### src/shared/bch_pkg.sv
`default_nettype none
package bch_pkg;

    // ---------------------------------------------------------------
    // Register word indexes (byte address = index * 4)
    // ---------------------------------------------------------------
    localparam logic [9:0] BCH_IDX_PREF_LIMIT_HI = 10'h02C;
    localparam logic [9:0] BCH_IDX_IO_BASE_HI = 10'h030;
    localparam logic [9:0] BCH_IDX_IO_LIMIT_HI = 10'h032;
    localparam logic [9:0] BCH_IDX_CAP_HEAD = 10'h034;
    localparam logic [9:0] BCH_IDX_OPT_ROM = 10'h038;
    localparam logic [9:0] BCH_IDX_IRQ_LINE = 10'h03C;
    localparam logic [9:0] BCH_IDX_IRQ_PIN = 10'h03D;
    localparam logic [9:0] BCH_IDX_BRIDGE_CTRL = 10'h03E;
    localparam logic [9:0] BCH_IDX_PORT_CFG = 10'h080;
    localparam logic [9:0] BCH_IDX_EVT_STATUS = 10'h081;
    localparam logic [9:0] BCH_IDX_EVT_MASK = 10'h082;

    // ---------------------------------------------------------------
    // Reset values and fixed values
    // ---------------------------------------------------------------
    localparam logic [31:0] BCH_RST_PREF_LIMIT_HI = 32'h0000_0000;
    localparam logic [15:0] BCH_RST_IO_BASE_HI = 16'hFFFF;
    localparam logic [15:0] BCH_RST_IO_LIMIT_HI = 16'h0000;
    localparam logic [7:0] BCH_CAP_HEAD_VAL = 8'h40;
    localparam logic [31:0] BCH_OPT_ROM_VAL = 32'h0000_0000;
    localparam logic [7:0] BCH_RST_IRQ_LINE = 8'h00;
    localparam logic [7:0] BCH_RST_IRQ_PIN = 8'h00;
    localparam logic [3:0] BCH_RST_PORT_CFG = 4'h3;
    localparam logic [3:0] BCH_RST_EVT = 4'h0;

    // ---------------------------------------------------------------
    // Field positions
    // ---------------------------------------------------------------
    localparam int BCH_BC_POISON = 0;
    localparam int BCH_BC_ERRFWD = 1;
    localparam int BCH_BC_ISA = 2;
    localparam int BCH_BC_VGA = 3;
    localparam int BCH_BC_HOTRST = 6;
    localparam int BCH_CFG_PREF_WIDE = 0;
    localparam int BCH_CFG_IO_WIDE = 1;
    localparam int BCH_CFG_CMD_SERR = 2;
    localparam int BCH_CFG_DEV_ERR = 3;
    localparam int BCH_EV_POISON = 0;
    localparam int BCH_EV_FWD = 1;
    localparam int BCH_EV_BLOCKED = 2;
    localparam int BCH_EV_HOTRST = 3;

    // AXI responses
    localparam logic [1:0] BCH_RESP_OKAY = 2'b00;
    localparam logic [1:0] BCH_RESP_SLVERR = 2'b10;

    // Error message group on either side of the bridge
    typedef struct packed {
        logic fatal;
        logic nonfatal;
        logic cor;
    } bch_err_msg_s;

    // Stored bridge control bits
    typedef struct packed {
        logic hot_reset;
        logic vga_route_enable;
        logic error_forward_enable;
        logic poison_response_enable;
    } bch_bctrl_s;

endpackage : bch_pkg
`default_nettype wire

### src/hw/bch_top.sv
`timescale 1ns/1ns
`default_nettype none

// Behaviour
// - 32-bit RW upper prefetch limit, reset zero
// - Upper prefetch limit zero, read-only when narrow
// - 16-bit RW upper I/O limit, reset zero
// - Upper I/O registers zero, read-only when narrow
// - Capability pointer fixed at first structure
// - Option ROM base always zero, writes ignored
// - Interrupt line stored only, reset zero
// - Bit0 enables poisoned TLP detection, reporting
// - Bit1 forwards secondary error messages upstream
// - Forwarding also needs command or devctl enable
// - Bit2 ISA option reads zero always
// - Bit3 forwards VGA addresses downstream
// - Bit6 drives hot reset to secondary
// - Prefetch width bit, one means 64-bit
module bch_top
    import bch_pkg::*;
(
    // Clock and reset
    input wire logic aclk,
    input wire logic aresetn,
    // AXI4-Lite write address
    input wire logic [11:0] s_axi_awaddr,
    input wire logic [2:0] s_axi_awprot,
    input wire logic s_axi_awvalid,
    output logic s_axi_awready,
    // AXI4-Lite write data
    input wire logic [31:0] s_axi_wdata,
    input wire logic [3:0] s_axi_wstrb,
    input wire logic s_axi_wvalid,
    output logic s_axi_wready,
    // AXI4-Lite write response
    output logic [1:0] s_axi_bresp,
    output logic s_axi_bvalid,
    input wire logic s_axi_bready,
    // AXI4-Lite read address
    input wire logic [11:0] s_axi_araddr,
    input wire logic [2:0] s_axi_arprot,
    input wire logic s_axi_arvalid,
    output logic s_axi_arready,
    // AXI4-Lite read data
    output logic [31:0] s_axi_rdata,
    output logic [1:0] s_axi_rresp,
    output logic s_axi_rvalid,
    input wire logic s_axi_rready,
    // Secondary side events
    input wire bch_err_msg_s sec_err_msg,
    input wire logic sec_poison_tlp,
    // Primary side and routing outputs
    output bch_err_msg_s pri_err_msg,
    output logic poison_report,
    output logic vga_route_active,
    output logic secondary_hot_reset,
    output logic irq
);

    // ---------------------------------------------------------------
    // Helpers
    // ---------------------------------------------------------------

    // Byte-lane merge, used by every writable register except event status
    function automatic logic [31:0] strb_merge(
        input logic [31:0] old_val,
        input logic [31:0] new_val,
        input logic [3:0] strb
    );
        logic [31:0] lane;
        lane = {{8{strb[3]}}, {8{strb[2]}}, {8{strb[1]}}, {8{strb[0]}}};
        return (new_val & lane) | (old_val & ~lane);
    endfunction : strb_merge

    // Decode of a byte address to a mapped word
    function automatic logic is_mapped(input logic [11:0] addr);
        return addr[11:2] inside {BCH_IDX_PREF_LIMIT_HI, BCH_IDX_IO_BASE_HI,
            BCH_IDX_IO_LIMIT_HI, BCH_IDX_CAP_HEAD, BCH_IDX_OPT_ROM, BCH_IDX_IRQ_LINE,
            BCH_IDX_IRQ_PIN, BCH_IDX_BRIDGE_CTRL, BCH_IDX_PORT_CFG, BCH_IDX_EVT_STATUS,
            BCH_IDX_EVT_MASK};
    endfunction : is_mapped

    // ---------------------------------------------------------------
    // Declarations
    // ---------------------------------------------------------------
    logic aw_held_ff, nxt_aw_held;
    logic w_held_ff, nxt_w_held;
    logic [11:0] aw_addr_ff, nxt_aw_addr;
    logic [31:0] w_data_ff, nxt_w_data;
    logic [3:0] w_strb_ff, nxt_w_strb;
    logic bvalid_ff, nxt_bvalid;
    logic [1:0] bresp_ff, nxt_bresp;
    logic rvalid_ff, nxt_rvalid;
    logic [1:0] rresp_ff, nxt_rresp;
    logic [31:0] rdata_ff, nxt_rdata;

    logic [31:0] pref_limit_hi_ff, nxt_pref_limit_hi;
    logic [15:0] io_base_hi_ff, nxt_io_base_hi;
    logic [15:0] io_limit_hi_ff, nxt_io_limit_hi;
    logic [7:0] irq_line_ff, nxt_irq_line;
    logic [7:0] irq_pin_ff, nxt_irq_pin;
    bch_bctrl_s bctrl_ff, nxt_bctrl;
    logic [3:0] port_cfg_ff, nxt_port_cfg;
    logic [3:0] evt_status_ff, nxt_evt_status;
    logic [3:0] evt_mask_ff, nxt_evt_mask;

    bch_err_msg_s pri_err_ff, nxt_pri_err;
    logic poison_rep_ff, nxt_poison_rep;
    logic irq_ff, nxt_irq;

    logic wr_fire;
    logic [9:0] wr_idx;
    logic [9:0] rd_idx;
    logic prefetch_wide_capable;
    logic io_wide_capable;
    logic fwd_allowed;
    logic [15:0] bctrl_rd;
    logic [3:0] evt_set;

    // ---------------------------------------------------------------
    // AXI4-Lite write channel
    // ---------------------------------------------------------------

    // Address and data are latched independently, in either order
    assign s_axi_awready = !aw_held_ff;
    assign s_axi_wready = !w_held_ff;
    assign s_axi_bvalid = bvalid_ff;
    assign s_axi_bresp = bresp_ff;
    // Commit only once both halves are in and no response is pending
    assign wr_fire = aw_held_ff && w_held_ff && !bvalid_ff;
    assign wr_idx = aw_addr_ff[11:2];

    // Next state of the write handshake
    always_comb
    begin
        nxt_aw_held = aw_held_ff;
        nxt_w_held = w_held_ff;
        nxt_aw_addr = aw_addr_ff;
        nxt_w_data = w_data_ff;
        nxt_w_strb = w_strb_ff;
        nxt_bvalid = bvalid_ff;
        nxt_bresp = bresp_ff;
        if (s_axi_awvalid && !aw_held_ff)
        begin
            nxt_aw_held = 1'b1;
            nxt_aw_addr = s_axi_awaddr;
        end
        if (s_axi_wvalid && !w_held_ff)
        begin
            nxt_w_held = 1'b1;
            nxt_w_data = s_axi_wdata;
            nxt_w_strb = s_axi_wstrb;
        end
        if (wr_fire)
        begin
            nxt_aw_held = 1'b0;
            nxt_w_held = 1'b0;
            nxt_bvalid = 1'b1;
            nxt_bresp = is_mapped(aw_addr_ff) ? BCH_RESP_OKAY : BCH_RESP_SLVERR;
        end
        else if (bvalid_ff && s_axi_bready)
        begin
            nxt_bvalid = 1'b0;
        end
    end

    // Write handshake registers
    always_ff @(posedge aclk)
    begin
        if (!aresetn)
        begin
            aw_held_ff <= 1'b0;
            w_held_ff <= 1'b0;
            aw_addr_ff <= 12'h000;
            w_data_ff <= 32'h0000_0000;
            w_strb_ff <= 4'h0;
            bvalid_ff <= 1'b0;
            bresp_ff <= BCH_RESP_OKAY;
        end
        else
        begin
            aw_held_ff <= nxt_aw_held;
            w_held_ff <= nxt_w_held;
            aw_addr_ff <= nxt_aw_addr;
            w_data_ff <= nxt_w_data;
            w_strb_ff <= nxt_w_strb;
            bvalid_ff <= nxt_bvalid;
            bresp_ff <= nxt_bresp;
        end
    end

    // ---------------------------------------------------------------
    // Configuration registers
    // ---------------------------------------------------------------
    assign prefetch_wide_capable = port_cfg_ff[BCH_CFG_PREF_WIDE];
    assign io_wide_capable = port_cfg_ff[BCH_CFG_IO_WIDE];

    // Next register values; narrow-mode writes are dropped here
    always_comb
    begin
        logic [31:0] m;
        m = 32'h0000_0000;
        nxt_pref_limit_hi = pref_limit_hi_ff;
        nxt_io_base_hi = io_base_hi_ff;
        nxt_io_limit_hi = io_limit_hi_ff;
        nxt_irq_line = irq_line_ff;
        nxt_irq_pin = irq_pin_ff;
        nxt_bctrl = bctrl_ff;
        nxt_port_cfg = port_cfg_ff;
        nxt_evt_mask = evt_mask_ff;
        if (wr_fire)
        begin
            unique case (wr_idx)
                BCH_IDX_PREF_LIMIT_HI:
                begin
                    if (prefetch_wide_capable)
                        nxt_pref_limit_hi = strb_merge(pref_limit_hi_ff, w_data_ff,
                            w_strb_ff);
                end
                BCH_IDX_IO_BASE_HI:
                begin
                    m = strb_merge({16'h0000, io_base_hi_ff}, w_data_ff, w_strb_ff);
                    if (io_wide_capable)
                        nxt_io_base_hi = m[15:0];
                end
                BCH_IDX_IO_LIMIT_HI:
                begin
                    m = strb_merge({16'h0000, io_limit_hi_ff}, w_data_ff, w_strb_ff);
                    if (io_wide_capable)
                        nxt_io_limit_hi = m[15:0];
                end
                BCH_IDX_IRQ_LINE:
                begin
                    m = strb_merge({24'h00_0000, irq_line_ff}, w_data_ff, w_strb_ff);
                    nxt_irq_line = m[7:0];
                end
                BCH_IDX_IRQ_PIN:
                begin
                    // Stored as written; range is software's duty
                    m = strb_merge({24'h00_0000, irq_pin_ff}, w_data_ff, w_strb_ff);
                    nxt_irq_pin = m[7:0];
                end
                BCH_IDX_BRIDGE_CTRL:
                begin
                    m = strb_merge({16'h0000, bctrl_rd}, w_data_ff, w_strb_ff);
                    // Only implemented bits are kept; the rest never store
                    nxt_bctrl.poison_response_enable = m[BCH_BC_POISON];
                    nxt_bctrl.error_forward_enable = m[BCH_BC_ERRFWD];
                    nxt_bctrl.vga_route_enable = m[BCH_BC_VGA];
                    nxt_bctrl.hot_reset = m[BCH_BC_HOTRST];
                end
                BCH_IDX_PORT_CFG:
                begin
                    m = strb_merge({28'h000_0000, port_cfg_ff}, w_data_ff, w_strb_ff);
                    nxt_port_cfg = m[3:0];
                end
                BCH_IDX_EVT_MASK:
                begin
                    m = strb_merge({28'h000_0000, evt_mask_ff}, w_data_ff, w_strb_ff);
                    nxt_evt_mask = m[3:0];
                end
                default: m = 32'h0000_0000; // Read-only, status, unmapped
            endcase
        end
    end

    // Configuration register storage
    always_ff @(posedge aclk)
    begin
        if (!aresetn)
        begin
            pref_limit_hi_ff <= BCH_RST_PREF_LIMIT_HI;
            io_base_hi_ff <= BCH_RST_IO_BASE_HI;
            io_limit_hi_ff <= BCH_RST_IO_LIMIT_HI;
            irq_line_ff <= BCH_RST_IRQ_LINE;
            irq_pin_ff <= BCH_RST_IRQ_PIN;
            bctrl_ff <= '0;
            port_cfg_ff <= BCH_RST_PORT_CFG;
            evt_mask_ff <= BCH_RST_EVT;
        end
        else
        begin
            pref_limit_hi_ff <= nxt_pref_limit_hi;
            io_base_hi_ff <= nxt_io_base_hi;
            io_limit_hi_ff <= nxt_io_limit_hi;
            irq_line_ff <= nxt_irq_line;
            irq_pin_ff <= nxt_irq_pin;
            bctrl_ff <= nxt_bctrl;
            port_cfg_ff <= nxt_port_cfg;
            evt_mask_ff <= nxt_evt_mask;
        end
    end

    // Bridge control read image; ISA and reserved bits tie low
    always_comb
    begin
        bctrl_rd = 16'h0000;
        bctrl_rd[BCH_BC_POISON] = bctrl_ff.poison_response_enable;
        bctrl_rd[BCH_BC_ERRFWD] = bctrl_ff.error_forward_enable;
        bctrl_rd[BCH_BC_ISA] = 1'b0;
        bctrl_rd[BCH_BC_VGA] = bctrl_ff.vga_route_enable;
        bctrl_rd[BCH_BC_HOTRST] = bctrl_ff.hot_reset;
    end

    // ---------------------------------------------------------------
    // AXI4-Lite read channel
    // ---------------------------------------------------------------
    assign s_axi_arready = !rvalid_ff;
    assign s_axi_rvalid = rvalid_ff;
    assign s_axi_rdata = rdata_ff;
    assign s_axi_rresp = rresp_ff;
    assign rd_idx = s_axi_araddr[11:2];

    // Read data is captured at accept and held until taken
    always_comb
    begin
        nxt_rvalid = rvalid_ff;
        nxt_rdata = rdata_ff;
        nxt_rresp = rresp_ff;
        if (s_axi_arvalid && !rvalid_ff)
        begin
            nxt_rvalid = 1'b1;
            nxt_rresp = is_mapped(s_axi_araddr) ? BCH_RESP_OKAY : BCH_RESP_SLVERR;
            unique case (rd_idx)
                BCH_IDX_PREF_LIMIT_HI: nxt_rdata = prefetch_wide_capable ? pref_limit_hi_ff
                    : 32'h0000_0000;
                BCH_IDX_IO_BASE_HI: nxt_rdata = {16'h0000, io_wide_capable ? io_base_hi_ff
                    : 16'h0000};
                BCH_IDX_IO_LIMIT_HI: nxt_rdata = {16'h0000, io_wide_capable ? io_limit_hi_ff
                    : 16'h0000};
                BCH_IDX_CAP_HEAD: nxt_rdata = {24'h00_0000, BCH_CAP_HEAD_VAL};
                BCH_IDX_OPT_ROM: nxt_rdata = BCH_OPT_ROM_VAL;
                BCH_IDX_IRQ_LINE: nxt_rdata = {24'h00_0000, irq_line_ff};
                BCH_IDX_IRQ_PIN: nxt_rdata = {24'h00_0000, irq_pin_ff};
                BCH_IDX_BRIDGE_CTRL: nxt_rdata = {16'h0000, bctrl_rd};
                BCH_IDX_PORT_CFG: nxt_rdata = {28'h000_0000, port_cfg_ff};
                BCH_IDX_EVT_STATUS: nxt_rdata = {28'h000_0000, evt_status_ff};
                BCH_IDX_EVT_MASK: nxt_rdata = {28'h000_0000, evt_mask_ff};
                default: nxt_rdata = 32'h0000_0000;
            endcase
        end
        else if (rvalid_ff && s_axi_rready)
        begin
            nxt_rvalid = 1'b0;
        end
    end

    // Read channel registers
    always_ff @(posedge aclk)
    begin
        if (!aresetn)
        begin
            rvalid_ff <= 1'b0;
            rdata_ff <= 32'h0000_0000;
            rresp_ff <= BCH_RESP_OKAY;
        end
        else
        begin
            rvalid_ff <= nxt_rvalid;
            rdata_ff <= nxt_rdata;
            rresp_ff <= nxt_rresp;
        end
    end

    // ---------------------------------------------------------------
    // Error forwarding, poison reporting and events
    // ---------------------------------------------------------------
    // Bridge gate and an upstream enable both needed
    assign fwd_allowed = bctrl_ff.error_forward_enable &&
        (port_cfg_ff[BCH_CFG_CMD_SERR] || port_cfg_ff[BCH_CFG_DEV_ERR]);

    // Event sources feeding the sticky status bits
    always_comb
    begin
        evt_set = 4'h0;
        evt_set[BCH_EV_POISON] = sec_poison_tlp && bctrl_ff.poison_response_enable;
        evt_set[BCH_EV_FWD] = (|sec_err_msg) && fwd_allowed;
        evt_set[BCH_EV_BLOCKED] = (|sec_err_msg) && !fwd_allowed;
        evt_set[BCH_EV_HOTRST] = nxt_bctrl.hot_reset && !bctrl_ff.hot_reset;
    end

    // Next outputs and status; a new event beats a same-cycle clear
    always_comb
    begin
        nxt_pri_err = fwd_allowed ? sec_err_msg : '0;
        nxt_poison_rep = sec_poison_tlp && bctrl_ff.poison_response_enable;
        nxt_evt_status = evt_status_ff;
        if (wr_fire && wr_idx == BCH_IDX_EVT_STATUS)
        begin
            nxt_evt_status = evt_status_ff & ~(w_data_ff[3:0] & {4{w_strb_ff[0]}});
        end
        nxt_evt_status = nxt_evt_status | evt_set;
        nxt_irq = |(nxt_evt_status & nxt_evt_mask);
    end

    // Event and output registers
    always_ff @(posedge aclk)
    begin
        if (!aresetn)
        begin
            pri_err_ff <= '0;
            poison_rep_ff <= 1'b0;
            evt_status_ff <= BCH_RST_EVT;
            irq_ff <= 1'b0;
        end
        else
        begin
            pri_err_ff <= nxt_pri_err;
            poison_rep_ff <= nxt_poison_rep;
            evt_status_ff <= nxt_evt_status;
            irq_ff <= nxt_irq;
        end
    end

    // ---------------------------------------------------------------
    // Outputs
    // ---------------------------------------------------------------
    assign pri_err_msg = pri_err_ff;
    assign poison_report = poison_rep_ff;
    assign vga_route_active = bctrl_ff.vga_route_enable;
    // Level follows the stored bit: held until software clears it
    assign secondary_hot_reset = bctrl_ff.hot_reset;
    assign irq = irq_ff;

endmodule : bch_top
`default_nettype wire

### config.mk
export PLATFORM = sky130hd
export DESIGN_NAME = bch_top
export DESIGN_NICKNAME = d
export VERILOG_FILES = /design/src/shared/bch_pkg.sv /design/src/hw/bch_top.sv
export SDC_FILE = /design/constraint.sdc
export NUM_CORES = 1
export LEC_CHECK = 0
export BUFFER_PORTS_ARGS = -buffer_cell sky130_fd_sc_hd__buf_2
export CORE_MARGIN = 2
export CORE_UTILIZATION = 61
export DETAILED_ROUTE_END_ITERATION = 12
export GPL_TIMING_DRIVEN = 0
export HOLD_SLACK_MARGIN = 0.1
export PLACE_DENSITY = 0.85
export SLEW_MARGIN = 25
export SYNTH_ARGS = -nofsm -noshare
export SYNTH_HDL_FRONTEND = slang
export SYNTH_SLANG_ARGS = --single-unit
### constraint.sdc
create_clock -name aclk -period 3.9 [get_ports aclk]
set_input_delay 0.78 -clock aclk [delete_from_list [all_inputs] [get_ports aclk]]
set_output_delay 0.78 -clock aclk [all_outputs]
set_load 0.02 [all_outputs]
==> qor.yml <==
cp.required_ns: 4.26
die_x_um: 117
synth-main-ff-cell: "dfxtp_1"
clock_sinks: 185
hold_buffers: 0
maxCapViolCount: 0
max-slew-margin-rel_pct: 45.0
p_leak_nw: 3.62
ant_nets: 0
via_count: 6777
synth-edff-count: 0
finalPower_mw: 3.94
drt_wl_total_um: 20400
cp-start-kind: "input pin"
postCtsResizedCells: 0
post_drt_wl_per_cell_um: 17.0
clk_latency_ns: 0.44
cpMostUsedCell: "buf_2"
start_util_pct: 62.2
ys_types: 62
timing.critical_path.buf_inv: 2
layout_min_cycle_time_ns: 2.46
antenna_cells: 0
drt-initial-drc-count: 593
gp_congestion: 0.963
ys_ff_latch: 185
p_per_area_nw_per_um2: 431
ir_worst_vdd_uv: 320
fin_tns_setup_ns: 0
grt_max_degree: 17
syn-cell-area_um2: 7790
dp_hpwl_um: 14500
fin_nets: 1092
crit_family: "simple AND/OR/NAND/NOR gates"
grtUsageTotal_pct: 30.9
cts.path.max_buffers: 2
dpl_cell_area_um2: 8560
dieArea_um2: 13700
design_area_um2: 9160
htree_levels: 4
tritoncts: "yes"
cts_setup_buffers: 0
slowest_stage: "nor4_4"
max_stage_delay_ns: 0.50
fillers: 1015
die_h_um: 117
syn_avg_cell_area_um2: 8.81
setup_violations: 0
grt_pass1_wl_um: 32500
status: "complete, no violations"
areaGrowthSynthToFinish_pct: 17.6
criticalPathCategory: "input pin to flip-flop"
ios: 125
fin_skew_ns: 0.00903
yosys_warnings: 0
crit_path_end_kind: "flip-flop"
drcViolationCount: 0
path_cells: "buf_2, nor4_4, nand2_1, nor3_4, buf_2, a222oi_1, o21ai_0"
fmax_ghz: 0.407
hp-class: "flip-flop to flip-flop"
clk_pin_slew_ns: 0.07
rsz0062_at_grt: "false"
grt_remaining_overflow: 0
finalHoldViolCount: 0
dr.pass1.iters: 5
antenna_found_initial: 2
worstPathArrival_ns: 2.82
core_um2: 12500
layout_worst_path_cycle_share_pct: 63.0
netlist_instances: 884
viasPerCell: 5.65
first_global_vias: 6547
cts-root-buf: "clkbuf_16"
row_count: 41
postSynth.asyncResetShare_pct: 0
synth_seq_area_share_pct: 47.6
portBuffers: 111
cts_inserted_buffers: 17
tightest_slew_ns: 0.823
cp_max_fo: 10
drive_above_1_share_pct: 18.4
drv_slew: 0
synthesized netlist by cell type, types with 6 or more instances:
cell type  count  area, µm²
inv_1          7       26.3
mux2i_1       47        470
clkbuf_1      38        143
nand2_1      217        815
a21boi_0      74        556
a21boi_1       8       60.1
a22oi_1       10       75.1
and3_1         8       50.1
nor3_1         8       40.0
o211ai_1       6       45.0
dfxtp_1      185       3700
o21ai_0       22        110
nor2_1        34        128
a21oi_1       12       60.1
nor2b_1       51        319
nand2_2       10       62.6
a21boi_2      16        180
a222oi_1      10        100
nand3_1       47        235
and2_1        10       62.6
logic make-up after synthesis:
logic type / count (synthesis) / synth area share [%]
muxes: 47 / 6.04
buffers and inverters: 58 / 3.21
other: 1 / 0.0481
DFF: 185 / 47.6
and+or+nand+nor: 412 / 25.4
AOI/OAI and AO/OA: 181 / 17.7
placed cells by master, fill, tap and decap left out, types with 2 or more instances in the layout:
cell / Yosys / routed
dfxtp_1: 185 / 185
bufinv_16: 0 / 2
and3_1: 8 / 8
a21oi_1: 12 / 12
clkbuf_8: 0 / 5
nand2_2: 10 / 10
nand2b_1: 2 / 2
nor3_1: 8 / 8
nor3b_1: 2 / 2
clkbuf_1: 38 / 41
o21ai_0: 22 / 22
mux2i_1: 47 / 47
o21a_1: 2 / 2
a222oi_1: 10 / 10
a21boi_1: 8 / 8
buf_4: 5 / 5
a21boi_2: 16 / 16
clkinv_2: 0 / 4
nor2b_1: 51 / 51
nor4_4: 2 / 2
a21boi_0: 74 / 74
nor2_2: 2 / 2
a22oi_1: 10 / 10
buf_2: 5 / 116
a32oi_1: 3 / 3
conb_1: 1 / 2
nor2_1: 34 / 34
a211oi_1: 5 / 5
nand4_1: 4 / 4
and2_1: 10 / 10
inv_1: 7 / 7
nand3_1: 47 / 47
clkbuf_16: 0 / 17
nand2_1: 217 / 217
o211ai_1: 6 / 6
per-stage QoR:
stage | setup slack (ns) | cells | hold WS (ns) | util [%]
5_1_grt | 1.30 | 1200 | 0.471 | 73.2
2_1_floorplan | 1.76 | 885 | 0.431 | -
6_report | 1.44 | 1200 | 0.454 | 73.2
3_3_place_gp | 1.06 | 1168 | 0.433 | 68.4
3_5_place_dp | 1.06 | 1168 | 0.443 | 68.4
4_1_cts | 1.49 | 1200 | 0.455 | 73.2
metal layers:
metal,GRT usage [%],routed length [µm],up-vias
li1,-,-,3288
met1,40.0,8770,3178
met2,49.9,9450,258
met3,7.57,1580,49
met4,12.2,531,4
met5,0,29,-
path summary, 6_finish.rpt:
check	start	end	slack (ns)	cells after the start
worst min-delay path	flip-flop	flip-flop	0.45	2
worst max-delay path	s_axi_araddr[11]	s_axi_rdata[14]	1.44	7
worst max register to register	aw_addr_ff[8]	flip-flop	1.55	6
worst min register to register	flip-flop	flip-flop	0.45	2
layout make-up:
type | instances | area (µm²) | area share [%]
buffer | 50 | 220 | 2.40
clock buffer | 25 | 505 | 5.52
clock inverter | 7 | 88.8 | 0.970
inverter | 8 | 30.0 | 0.328
multi-input combinational | 642 | 3840 | 41.9
sequential | 185 | 3700 | 40.4
tap | 172 | 215 | 2.35
timing repair buffer | 111 | 556 | 6.07
worst reg2reg max path: stages, from the launching register on:
cell,delay (ns)
dfxtp_1,0.32
nor3_2,0.34
nand4_1,0.28
nor4b_4,0.61
nand2_1,0.37
nand2_1,0.22
a21boi_2,0.09
power breakdown:
group          total [mW]  internal, mW  switching (mW)
sequential           1.96          1.92          0.0354
combinational       0.250        0.0947           0.156
clock                1.73          1.03           0.707
Note: power is estimated with default switching activity, not from simulation.
